==> config.mk <==
export PLATFORM = sky130hd
export DESIGN_NAME = ecib_bridge
export DESIGN_NICKNAME = d
export VERILOG_FILES = /design/src/hw/ecib_pkg.sv /design/src/hw/ecib_bridge.sv
export VERILOG_INCLUDE_DIRS = /design/src /design/src/hw
export SDC_FILE = /design/constraint.sdc
export NUM_CORES = 1
export LEC_CHECK = 0
export ABC_AREA = 1
export BUFFER_PORTS_ARGS = -buffer_cell sky130_fd_sc_hd__buf_2
export CAP_MARGIN = 20
export CORE_ASPECT_RATIO = 1.25
export CORE_MARGIN = 4
export CORE_UTILIZATION = 47
export DETAILED_ROUTE_END_ITERATION = 12
export PLACE_DENSITY = 0.74
export SKIP_LAST_GASP = 1
export SYNTH_ARGS = -nofsm -noshare
export SYNTH_HDL_FRONTEND = slang
export SYNTH_SLANG_ARGS = --single-unit
==> constraint.sdc <==
create_clock -name ref_clk -period 3.8 [get_ports ref_clk]
set_input_delay 0.76 -clock ref_clk [delete_from_list [all_inputs] [get_ports ref_clk]]
set_output_delay 0.76 -clock ref_clk [all_outputs]
set_load 0.05 [all_outputs]
==> src/hw/ecib_params.svh <==
// constants for the controller-to-internal-bus bridge
// assumes inclusion by its bare name from the bridge module
`ifndef ECIB_PARAMS_SVH
`define ECIB_PARAMS_SVH

// register indices; byte address is four times the index
`define ECIB_IDX_INDIRECT_ADDRESS 8'h00
`define ECIB_IDX_INDIRECT_DATA    8'h01
`define ECIB_IDX_HOST_LOCK        8'h02
`define ECIB_IDX_LOCK_VIOLATION   8'h03
`define ECIB_IDX_MODULE_SELECT    8'h04
`define ECIB_IDX_BRIDGE_CONTROL   8'h05
`define ECIB_IDX_IRQ_STATUS       8'h06
`define ECIB_IDX_IRQ_MASK         8'h07

// field positions
`define ECIB_BIT_CONFIG_LV        0
`define ECIB_BIT_CLOCK_LV         1
`define ECIB_BIT_CONFIG_AE        0
`define ECIB_BIT_CLOCK_AE         1
`define ECIB_BIT_WAKEUP_AE        2
`define ECIB_BIT_ACCESS_EN        0
`define ECIB_BIT_READ_BUSY        1
`define ECIB_BIT_WRITE_BUSY       2
`define ECIB_BIT_MASTER_RESET     3
`define ECIB_BIT_IRQ_RDONE        0
`define ECIB_BIT_IRQ_WDONE        1
`define ECIB_BIT_IRQ_VIOL         2

// reset values
`define ECIB_RST_BYTE             8'h00

// clock module pair selection: a1 picks 70h/71h or 72h/73h
`define ECIB_CLOCK_PAIR_LO        8'h70
`define ECIB_CLOCK_PAIR_HI        8'h72

// reset pulse to the clock module
`define ECIB_MRESET_NS            100
`define ECIB_CLK_NS               25
`define ECIB_MRESET_CYC           ((`ECIB_MRESET_NS + `ECIB_CLK_NS - 1) / `ECIB_CLK_NS)

`endif

==> src/hw/ecib_pkg.sv <==
// types for the controller-to-internal-bus bridge
// assumes nothing beyond the params header
package ecib_pkg;
    typedef enum logic [1:0] {
        ECIB_IDLE,
        ECIB_REQ,
        ECIB_WAIT
    } ecib_state_t;

    typedef enum logic [1:0] {
        ECIB_MOD_CONFIG,
        ECIB_MOD_CLOCK,
        ECIB_MOD_WAKEUP,
        ECIB_MOD_NONE
    } ecib_module_t;
endpackage

==> src/hw/ecib_bridge.sv <==
// controller-to-internal-bus bridge with axi4-lite register slave
// assumes one clock; internal bus grant comes from an arbiter outside
// Overview of operation
// (RULE_01) host access to locked clock module sets violation bit 1; write 1 clears
// (RULE_02) host access to locked config space sets violation bit 0; write 1 clears
// (RULE_03) firmware keeps at most one module access enable bit set
// (RULE_04) select bit 2 enables wake-up module access; resets to 0
// (RULE_05) select bit 1 enables clock module access; resets to 0
// (RULE_06) select bit 0 enables config space access; resets to 0
// (RULE_07) clock accesses decode offset a1: pair 70h/71h or 72h/73h
// (RULE_08) writing 1 to control bit 3 pulses clock reset; bit self-clears
// (RULE_09) write-busy bit 2 set on data write, cleared when bus write completes
// (RULE_10) writing 1 to read-busy bit 1 starts bus read; 0 ignored
// (RULE_11) read-busy clears on completion; data register then holds read data
// (RULE_12) control bit 0 enables internal bus access; resets to 0
// (RULE_13) while locked, host writes ignored and host reads undefined
// (RULE_14) bus arbitration first come first served between host and controller
// (RULE_15) data register write starts bus write at indirect address offset
// (RULE_16) firmware checks both busy bits clear before starting a transfer
// (RULE_17) reserved bits read 0 and ignore writes
`timescale 1ns/1ps
`default_nettype none
`include "ecib_params.svh"

module ecib_bridge (
    input  wire logic        ref_clk,
    input  wire logic        rst_n,
    input  wire logic        clkEn,
    // axi4-lite slave
    input  wire logic [5:0]  s_axi_awaddr,
    input  wire logic        s_axi_awvalid,
    output logic             s_axi_awready,
    input  wire logic [31:0] s_axi_wdata,
    input  wire logic [3:0]  s_axi_wstrb,
    input  wire logic        s_axi_wvalid,
    output logic             s_axi_wready,
    output logic [1:0]       s_axi_bresp,
    output logic             s_axi_bvalid,
    input  wire logic        s_axi_bready,
    input  wire logic [5:0]  s_axi_araddr,
    input  wire logic        s_axi_arvalid,
    output logic             s_axi_arready,
    output logic [31:0]      s_axi_rdata,
    output logic [1:0]       s_axi_rresp,
    output logic             s_axi_rvalid,
    input  wire logic        s_axi_rready,
    // internal bus master towards the arbiter
    output logic             ibReq,
    input  wire logic        ibGrant,
    output logic             ibWrite,
    output logic [2:0]       ibSelect,
    output logic [7:0]       ibAddr,
    output logic [7:0]       ibWdata,
    input  wire logic [7:0]  ibRdata,
    input  wire logic        ibDone,
    // host side access reporting from the host decoders
    input  wire logic        hostConfigAccess,
    input  wire logic        hostClockAccess,
    output logic             configHostLock,
    output logic             clockHostLock,
    output logic             clockMasterReset,
    output logic             irq
);
    import ecib_pkg::*;

    // ------------------------------------------------------------
    // reset release
    // ------------------------------------------------------------
    logic rstSync1;
    logic rstSync2;
    always_ff @(posedge ref_clk or negedge rst_n) begin
        if (!rst_n) begin
            rstSync1 <= 1'b0;
            rstSync2 <= 1'b0;
        end else begin
            rstSync1 <= 1'b1;
            rstSync2 <= rstSync1;
        end
    end
    wire logic rstLocal_n = rstSync2;

    function automatic logic [7:0] regIndex(input logic [5:0] addr);
        regIndex = {4'h0, addr[5:2]};
    endfunction

    // ------------------------------------------------------------
    // registers
    // ------------------------------------------------------------
    logic [7:0]  indirectAddress;
    logic [7:0]  indirectData;
    logic [1:0]  hostLock;
    logic [1:0]  lockViolation;
    logic [2:0]  moduleSelect;
    logic        accessEnable;
    logic        readBusy;
    logic        writeBusy;
    logic        masterReset;
    logic [2:0]  irqStatus;
    logic [2:0]  irqMask;
    logic [7:0]  resetCnt;
    ecib_state_t state;

    // write channel: both address and data must be present
    logic [5:0]  awAddr;
    logic        awHave;
    logic [31:0] wData;
    logic [3:0]  wStrb;
    logic        wHave;
    assign s_axi_awready = !awHave && !s_axi_bvalid;
    assign s_axi_wready  = !wHave && !s_axi_bvalid;
    wire logic doWrite = awHave && wHave && !s_axi_bvalid;
    wire logic [7:0] wIdx = regIndex(awAddr);
    wire logic wLane0 = doWrite && wStrb[0];

    always_ff @(posedge ref_clk or negedge rstLocal_n) begin
        if (!rstLocal_n) begin
            awHave <= 1'b0;
            wHave <= 1'b0;
            awAddr <= 6'h00;
            wData <= 32'h0000_0000;
            wStrb <= 4'h0;
            s_axi_bvalid <= 1'b0;
        end else if (clkEn) begin
            if (s_axi_awvalid && s_axi_awready) begin
                awHave <= 1'b1;
                awAddr <= s_axi_awaddr;
            end
            if (s_axi_wvalid && s_axi_wready) begin
                wHave <= 1'b1;
                wData <= s_axi_wdata;
                wStrb <= s_axi_wstrb;
            end
            if (doWrite) begin
                awHave <= 1'b0;
                wHave <= 1'b0;
                s_axi_bvalid <= 1'b1;
            end else if (s_axi_bready) begin
                s_axi_bvalid <= 1'b0;
            end
        end
    end
    assign s_axi_bresp = 2'b00;

    // ------------------------------------------------------------
    // software registers
    // ------------------------------------------------------------
    always_ff @(posedge ref_clk or negedge rstLocal_n) begin
        if (!rstLocal_n) begin
            indirectAddress <= `ECIB_RST_BYTE;
            hostLock <= 2'b00;
            moduleSelect <= 3'b000;
            accessEnable <= 1'b0;
            irqMask <= 3'b000;
        end else if (clkEn && wLane0) begin
            case (wIdx)
                `ECIB_IDX_INDIRECT_ADDRESS: indirectAddress <= wData[7:0];
                `ECIB_IDX_HOST_LOCK: hostLock <= wData[1:0]; // RULE_17
                `ECIB_IDX_MODULE_SELECT: moduleSelect <= wData[2:0]; // RULE_04 RULE_05 RULE_06
                `ECIB_IDX_BRIDGE_CONTROL: accessEnable <= wData[`ECIB_BIT_ACCESS_EN]; // RULE_12
                `ECIB_IDX_IRQ_MASK: irqMask <= wData[2:0];
                default: ;
            endcase
        end
    end
    assign configHostLock = hostLock[0]; // RULE_13
    assign clockHostLock = hostLock[1]; // RULE_13

    // lock violation flags; a set in the clearing cycle wins
    wire logic [1:0] violEvent = {hostClockAccess && hostLock[1],
                                  hostConfigAccess && hostLock[0]};
    always_ff @(posedge ref_clk or negedge rstLocal_n) begin
        if (!rstLocal_n) begin
            lockViolation <= 2'b00;
        end else if (clkEn) begin
            if (wLane0 && wIdx == `ECIB_IDX_LOCK_VIOLATION) begin
                lockViolation <= (lockViolation & ~wData[1:0]) | violEvent; // RULE_01 RULE_02
            end else begin
                lockViolation <= lockViolation | violEvent; // RULE_01 RULE_02
            end
        end
    end

    // clock module reset pulse
    always_ff @(posedge ref_clk or negedge rstLocal_n) begin
        if (!rstLocal_n) begin
            masterReset <= 1'b0;
            resetCnt <= 8'h00;
        end else if (clkEn) begin
            if (masterReset) begin
                if (resetCnt == 8'(`ECIB_MRESET_CYC - 1)) begin
                    masterReset <= 1'b0; // RULE_08
                end
                resetCnt <= resetCnt + 8'h01;
            end else if (wLane0 && wIdx == `ECIB_IDX_BRIDGE_CONTROL
                         && wData[`ECIB_BIT_MASTER_RESET]) begin
                masterReset <= 1'b1; // RULE_08
                resetCnt <= 8'h00;
            end
        end
    end
    assign clockMasterReset = masterReset;

    // ------------------------------------------------------------
    // internal bus transactions
    // ------------------------------------------------------------
    // a start while busy is dropped; firmware polls the busy bits first
    wire logic startWrite = wLane0 && wIdx == `ECIB_IDX_INDIRECT_DATA
                            && state == ECIB_IDLE; // RULE_15 RULE_16
    wire logic startRead = wLane0 && wIdx == `ECIB_IDX_BRIDGE_CONTROL
                           && wData[`ECIB_BIT_READ_BUSY] && state == ECIB_IDLE; // RULE_10
    wire logic [7:0] clockOffset = indirectAddress[1] ? `ECIB_CLOCK_PAIR_HI
                                                      : `ECIB_CLOCK_PAIR_LO;

    always_ff @(posedge ref_clk or negedge rstLocal_n) begin
        if (!rstLocal_n) begin
            state <= ECIB_IDLE;
            readBusy <= 1'b0;
            writeBusy <= 1'b0;
            indirectData <= `ECIB_RST_BYTE;
            ibReq <= 1'b0;
            ibWrite <= 1'b0;
            ibSelect <= 3'b000;
            ibAddr <= 8'h00;
            ibWdata <= 8'h00;
        end else if (clkEn) begin
            case (state)
                ECIB_IDLE: begin
                    if (startWrite) begin
                        indirectData <= wData[7:0];
                        writeBusy <= 1'b1; // RULE_09
                    end
                    if ((startWrite || startRead) && accessEnable) begin // RULE_12
                        state <= ECIB_REQ;
                        ibReq <= 1'b1; // RULE_14
                        ibWrite <= startWrite;
                        ibSelect <= moduleSelect; // RULE_03
                        ibAddr <= moduleSelect[`ECIB_BIT_CLOCK_AE]
                                  ? (clockOffset | {7'h00, indirectAddress[0]})
                                  : indirectAddress; // RULE_07
                        ibWdata <= wData[7:0];
                        readBusy <= startRead; // RULE_10
                    end else if (startWrite) begin
                        writeBusy <= 1'b0;
                    end
                end
                ECIB_REQ: begin
                    // wait for the arbiter; a host cycle in flight holds us off
                    if (ibGrant) begin
                        state <= ECIB_WAIT; // RULE_14
                    end
                end
                ECIB_WAIT: begin
                    if (ibDone) begin
                        state <= ECIB_IDLE;
                        ibReq <= 1'b0;
                        if (ibWrite) begin
                            writeBusy <= 1'b0; // RULE_09
                        end else begin
                            indirectData <= ibRdata; // RULE_11
                            readBusy <= 1'b0; // RULE_11
                        end
                    end
                end
                default: state <= ECIB_IDLE;
            endcase
        end
    end

    // ------------------------------------------------------------
    // interrupts
    // ------------------------------------------------------------
    wire logic rdDone = clkEn && state == ECIB_WAIT && ibDone && !ibWrite;
    wire logic wrDone = clkEn && state == ECIB_WAIT && ibDone && ibWrite;
    wire logic [2:0] irqEvent = {|violEvent, wrDone, rdDone};
    always_ff @(posedge ref_clk or negedge rstLocal_n) begin
        if (!rstLocal_n) begin
            irqStatus <= 3'b000;
        end else if (clkEn) begin
            if (wLane0 && wIdx == `ECIB_IDX_IRQ_STATUS) begin
                irqStatus <= (irqStatus & ~wData[2:0]) | irqEvent;
            end else begin
                irqStatus <= irqStatus | irqEvent;
            end
        end
    end
    assign irq = |(irqStatus & irqMask);

    // ------------------------------------------------------------
    // read channel
    // ------------------------------------------------------------
    logic [7:0] readValue;
    always_comb begin
        readValue = 8'h00;
        case (regIndex(s_axi_araddr))
            `ECIB_IDX_INDIRECT_ADDRESS: readValue = indirectAddress;
            `ECIB_IDX_INDIRECT_DATA: readValue = indirectData;
            `ECIB_IDX_HOST_LOCK: readValue = {6'h00, hostLock};
            `ECIB_IDX_LOCK_VIOLATION: readValue = {6'h00, lockViolation}; // RULE_17
            `ECIB_IDX_MODULE_SELECT: readValue = {5'h00, moduleSelect};
            `ECIB_IDX_BRIDGE_CONTROL:
                readValue = {4'h0, masterReset, writeBusy, readBusy, accessEnable};
            `ECIB_IDX_IRQ_STATUS: readValue = {5'h00, irqStatus};
            `ECIB_IDX_IRQ_MASK: readValue = {5'h00, irqMask};
            default: readValue = 8'h00;
        endcase
    end
    wire logic mapped = s_axi_araddr[5:2] <= 4'h7;

    assign s_axi_arready = !s_axi_rvalid;
    always_ff @(posedge ref_clk or negedge rstLocal_n) begin
        if (!rstLocal_n) begin
            s_axi_rvalid <= 1'b0;
            s_axi_rdata <= 32'h0000_0000;
            s_axi_rresp <= 2'b00;
        end else if (clkEn) begin
            if (s_axi_arvalid && s_axi_arready) begin
                s_axi_rvalid <= 1'b1;
                s_axi_rdata <= {24'h00_0000, readValue};
                s_axi_rresp <= mapped ? 2'b00 : 2'b10;
            end else if (s_axi_rready) begin
                s_axi_rvalid <= 1'b0;
            end
        end
    end
endmodule

`default_nettype wire

==> results.md <==
* Status: finished clean
* WL/cell at ~13 um
* Netlist cell types at 36
* Max VDD drop at between 0.0003 and 0.0004 V
* Fillcell total at 882
* CTS Buffer Depth at 2
* Die Area at 11300 sq um
* Max Cap Violations at 0
* Post-synth top area cell: dfrtp_1
* Crit-path cells: nor2_1 -> buf_2
* First-pass GRT wire length at approximately 17000 um
* Number of global-route vias before repair at about 3600
* Via count at about 3700
* Yosys Warn Count at 0
* Initial Util at 0.491
* # diodes at 0
* CP max-delay cell: dfrtp_1
* Worst Setup Path Type: flop to output port
* Buf/Inv on CP at 1
* Switching share of power at 0.426
* Worst hold path type: primary input to async pin
* Critical Path Sink Type: output port
* H-Tree Depth at 3
* Post-synth top area share at 0.506
* Flop pwr share at 0.419
* Final net count at about 700
* Max Used Layer: met4
* Power per cell area at about 700 nW/um^2
* Post-Syn Area at between 4000 and 5000 sq um
* Synth area leaders: dfrtp_1, nand2_1, o21ai_0
* Core footprint at 9270 sq um
* Tmin final at 1.98 ns
* Total track usage at 0.193
* P_leak at approximately 2.7 nW
* Slew @ Worst Pin at roughly 0.84 ns
* Final WS setup at 1.82 ns
* Inst Count DP at about 740
* Top_reg_cell synth: dfrtp_1
* Period utilization at 0.520
* Slew Limit Fails at 0
* Register area at roughly 2300 sq um
* Pint at around 2 mW
* CP max FO at 5
* Die H at 118 um
* Post-CTS Hold Buffers at 0
* Final RePlAce weighted congestion at just under 0.9
* Layout cells sized above 1 at 0.201
* Total clock buffers created by CTS at 9
* CTS tree: done
* Register bit total from synthesis at 92
* Crit path DAT at around 1.2 ns
* Simple-gate share of the synthesized area at 0.235
* CTS Sinks at 92
* # rows at 39
* Die X at 96.0 um
* Post-synth EDFFs at 0
* Post-CTS setup buffer count at 0
* CP startpoint kind: flop
* Worst Hold Margin at 0.187 ns
* Pin count of the biggest net entering global routing at between 60 and 70
* Req. time, crit path at between 3 and 4 ns
* Combinational power share at 0.343
* Fin util at 0.561
* Post-synth ARST share at 1.00
* Multi-input logic area at roughly 1800 sq um
* RSZ-0062 raised after global routing: false
* Post-Synth XOR/XNOR Area at 0.00578
* Clock skew at between 0.005 and 0.006 ns
* Worst skew pair latency at between 0.3 and 0.4 ns
* Clock power share at 0.237
* WL met1 at 4380 um
* Layout Cells excl Fill at 760
* Crit path largest cell delay at around 0.43 ns
* Buffers on Ports at 75
* Count leader, synth: nand2_1
* Top post-synthesis cells by count: nand2_1, dfrtp_1, inv_1, o21ai_0
* Resized cells post-CTS at 0
* Synthesized area per cell at about 8.2 sq um
* Setup Slack @ Placement at roughly 1.6 ns
* Final hold viol count at 0
* Worst relative slew slack at 0.442
* Adder-Cell Fraction of Synth Area at 0.00275
* Iter 0 DRT Violations at about 270
* DR WL met3 at around 530 um
* Post-Syn Instances at between 500 and 600
* P&R area growth vs syn at 14.2%
* Initial antenna violation count at 0
* Sequential area share after synthesis at 0.506
* Fmax at between 500 and 600 MHz
* Post-DRT Antenna Nets at 0
* Dpl hpwl at around 7600 um
* Met2 WL at approximately 5000 um
* Delay-heaviest family, CP: flip-flops
* Setup TNS at 0 ns
* Grt ovf at 0
* Largest family of logic cells by synthesized area: simple AND/OR/NAND/NOR gates
* Post-synthesis compound-gate area fraction at 0.126
* Post-synthesis mux area share at 0
* Vias/cell at about 4.9
* Final setup violation count at 0
* Clock Pin Slew Worst Setup and Hold Paths at approximately 0.06 ns
* Drt total wl at a little over 10000 um
* Io pins at approximately 130
* Drt drc at 0
* CTS Root Buffer Type: clkbuf_16
* Drt first pass iters at 4
* NetSw at around 1.5 mW
sequential cells by signal, indices dropped and copies added, names as in the netlist, 4 cells and up:
| name | count |
|---|---|
| indirectData | 8 |
| ibWdata | 8 |
| awAddr | 4 |
| resetCnt | 8 |
| s_axi_rdata | 8 |
| ibAddr | 8 |
| wData | 8 |
| indirectAddress | 8 |
layout make-up:
class	instances	area share
multi-input combinational	379	0.344
clock buffer	11	0.0486
timing repair buffer	76	0.0737
sequential	92	0.444
clock inverter	5	0.00698
tap	123	0.0296
inverter	74	0.0534
cell usage in the layout (no fill, tap or decap), types with 8 or more instances in the layout:
master | netlist | routed
nand4_1 | 12 | 12
buf_2 | 1 | 75
conb_1 | 2 | 28
clkbuf_16 | 0 | 9
nand2_1 | 163 | 163
dfrtp_1 | 92 | 91
inv_2 | 8 | 8
o21ai_2 | 12 | 12
o21ai_1 | 20 | 20
nand3_1 | 24 | 24
inv_1 | 65 | 65
o21ai_0 | 58 | 58
nor2_1 | 28 | 28
power groups by stage:
stage	Clock [mW]	Sequential, mW	Combinational (mW)
after global routing	0.909	1.54	1.37
after CTS	0.873	1.50	1.24
after global placement	0	1.51	1.21
final	0.849	1.50	1.23
after floorplan	0	1.76	0.678
after detailed placement	0	1.51	1.23
kinds of logic after synthesis:
family | count (synthesis)
xor gates and xnor gates | 3
buffers and inverters | 112
and+or+nand+nor | 245
AOI/OAI and AO/OA | 102
other | 2
adders and majority gates | 1
DFF | 92
routing by layer:
layer  GRT usage  up-vias
met1       0.241     1730
met5           0        -
li1            -     1867
met2       0.315       90
met3      0.0384       20
met4      0.0890        0
final timing paths:
kind | startpoint | endpoint | slack, ns | cells past startpoint
max in group asynchronous | rstLocal_n | s_axi_rdata[6] | 2.48 | 1
setup / recovery | wHave | s_axi_wready | 1.82 | 2
hold / removal | rst_n | rstLocal_n | 0.19 | 1
setup reg to reg | s_axi_bvalid | ibAddr[0] | 2.02 | 8
min in group ref_clk | rstSync1 | rstLocal_n | 0.35 | 0
hold reg to reg | rstSync1 | rstLocal_n | 0.35 | 0
metrics by stage:
step | cell area, sq um | power, mW
after CTS | 5200 | 3.61
final | 5200 | 3.58
after floorplan | 4650 | 2.44
after detailed placement | 4910 | 2.75
after global routing | 5200 | 3.82
after global placement | 4910 | 2.72
No activity file was read; power rests on OpenSTA's default activity.
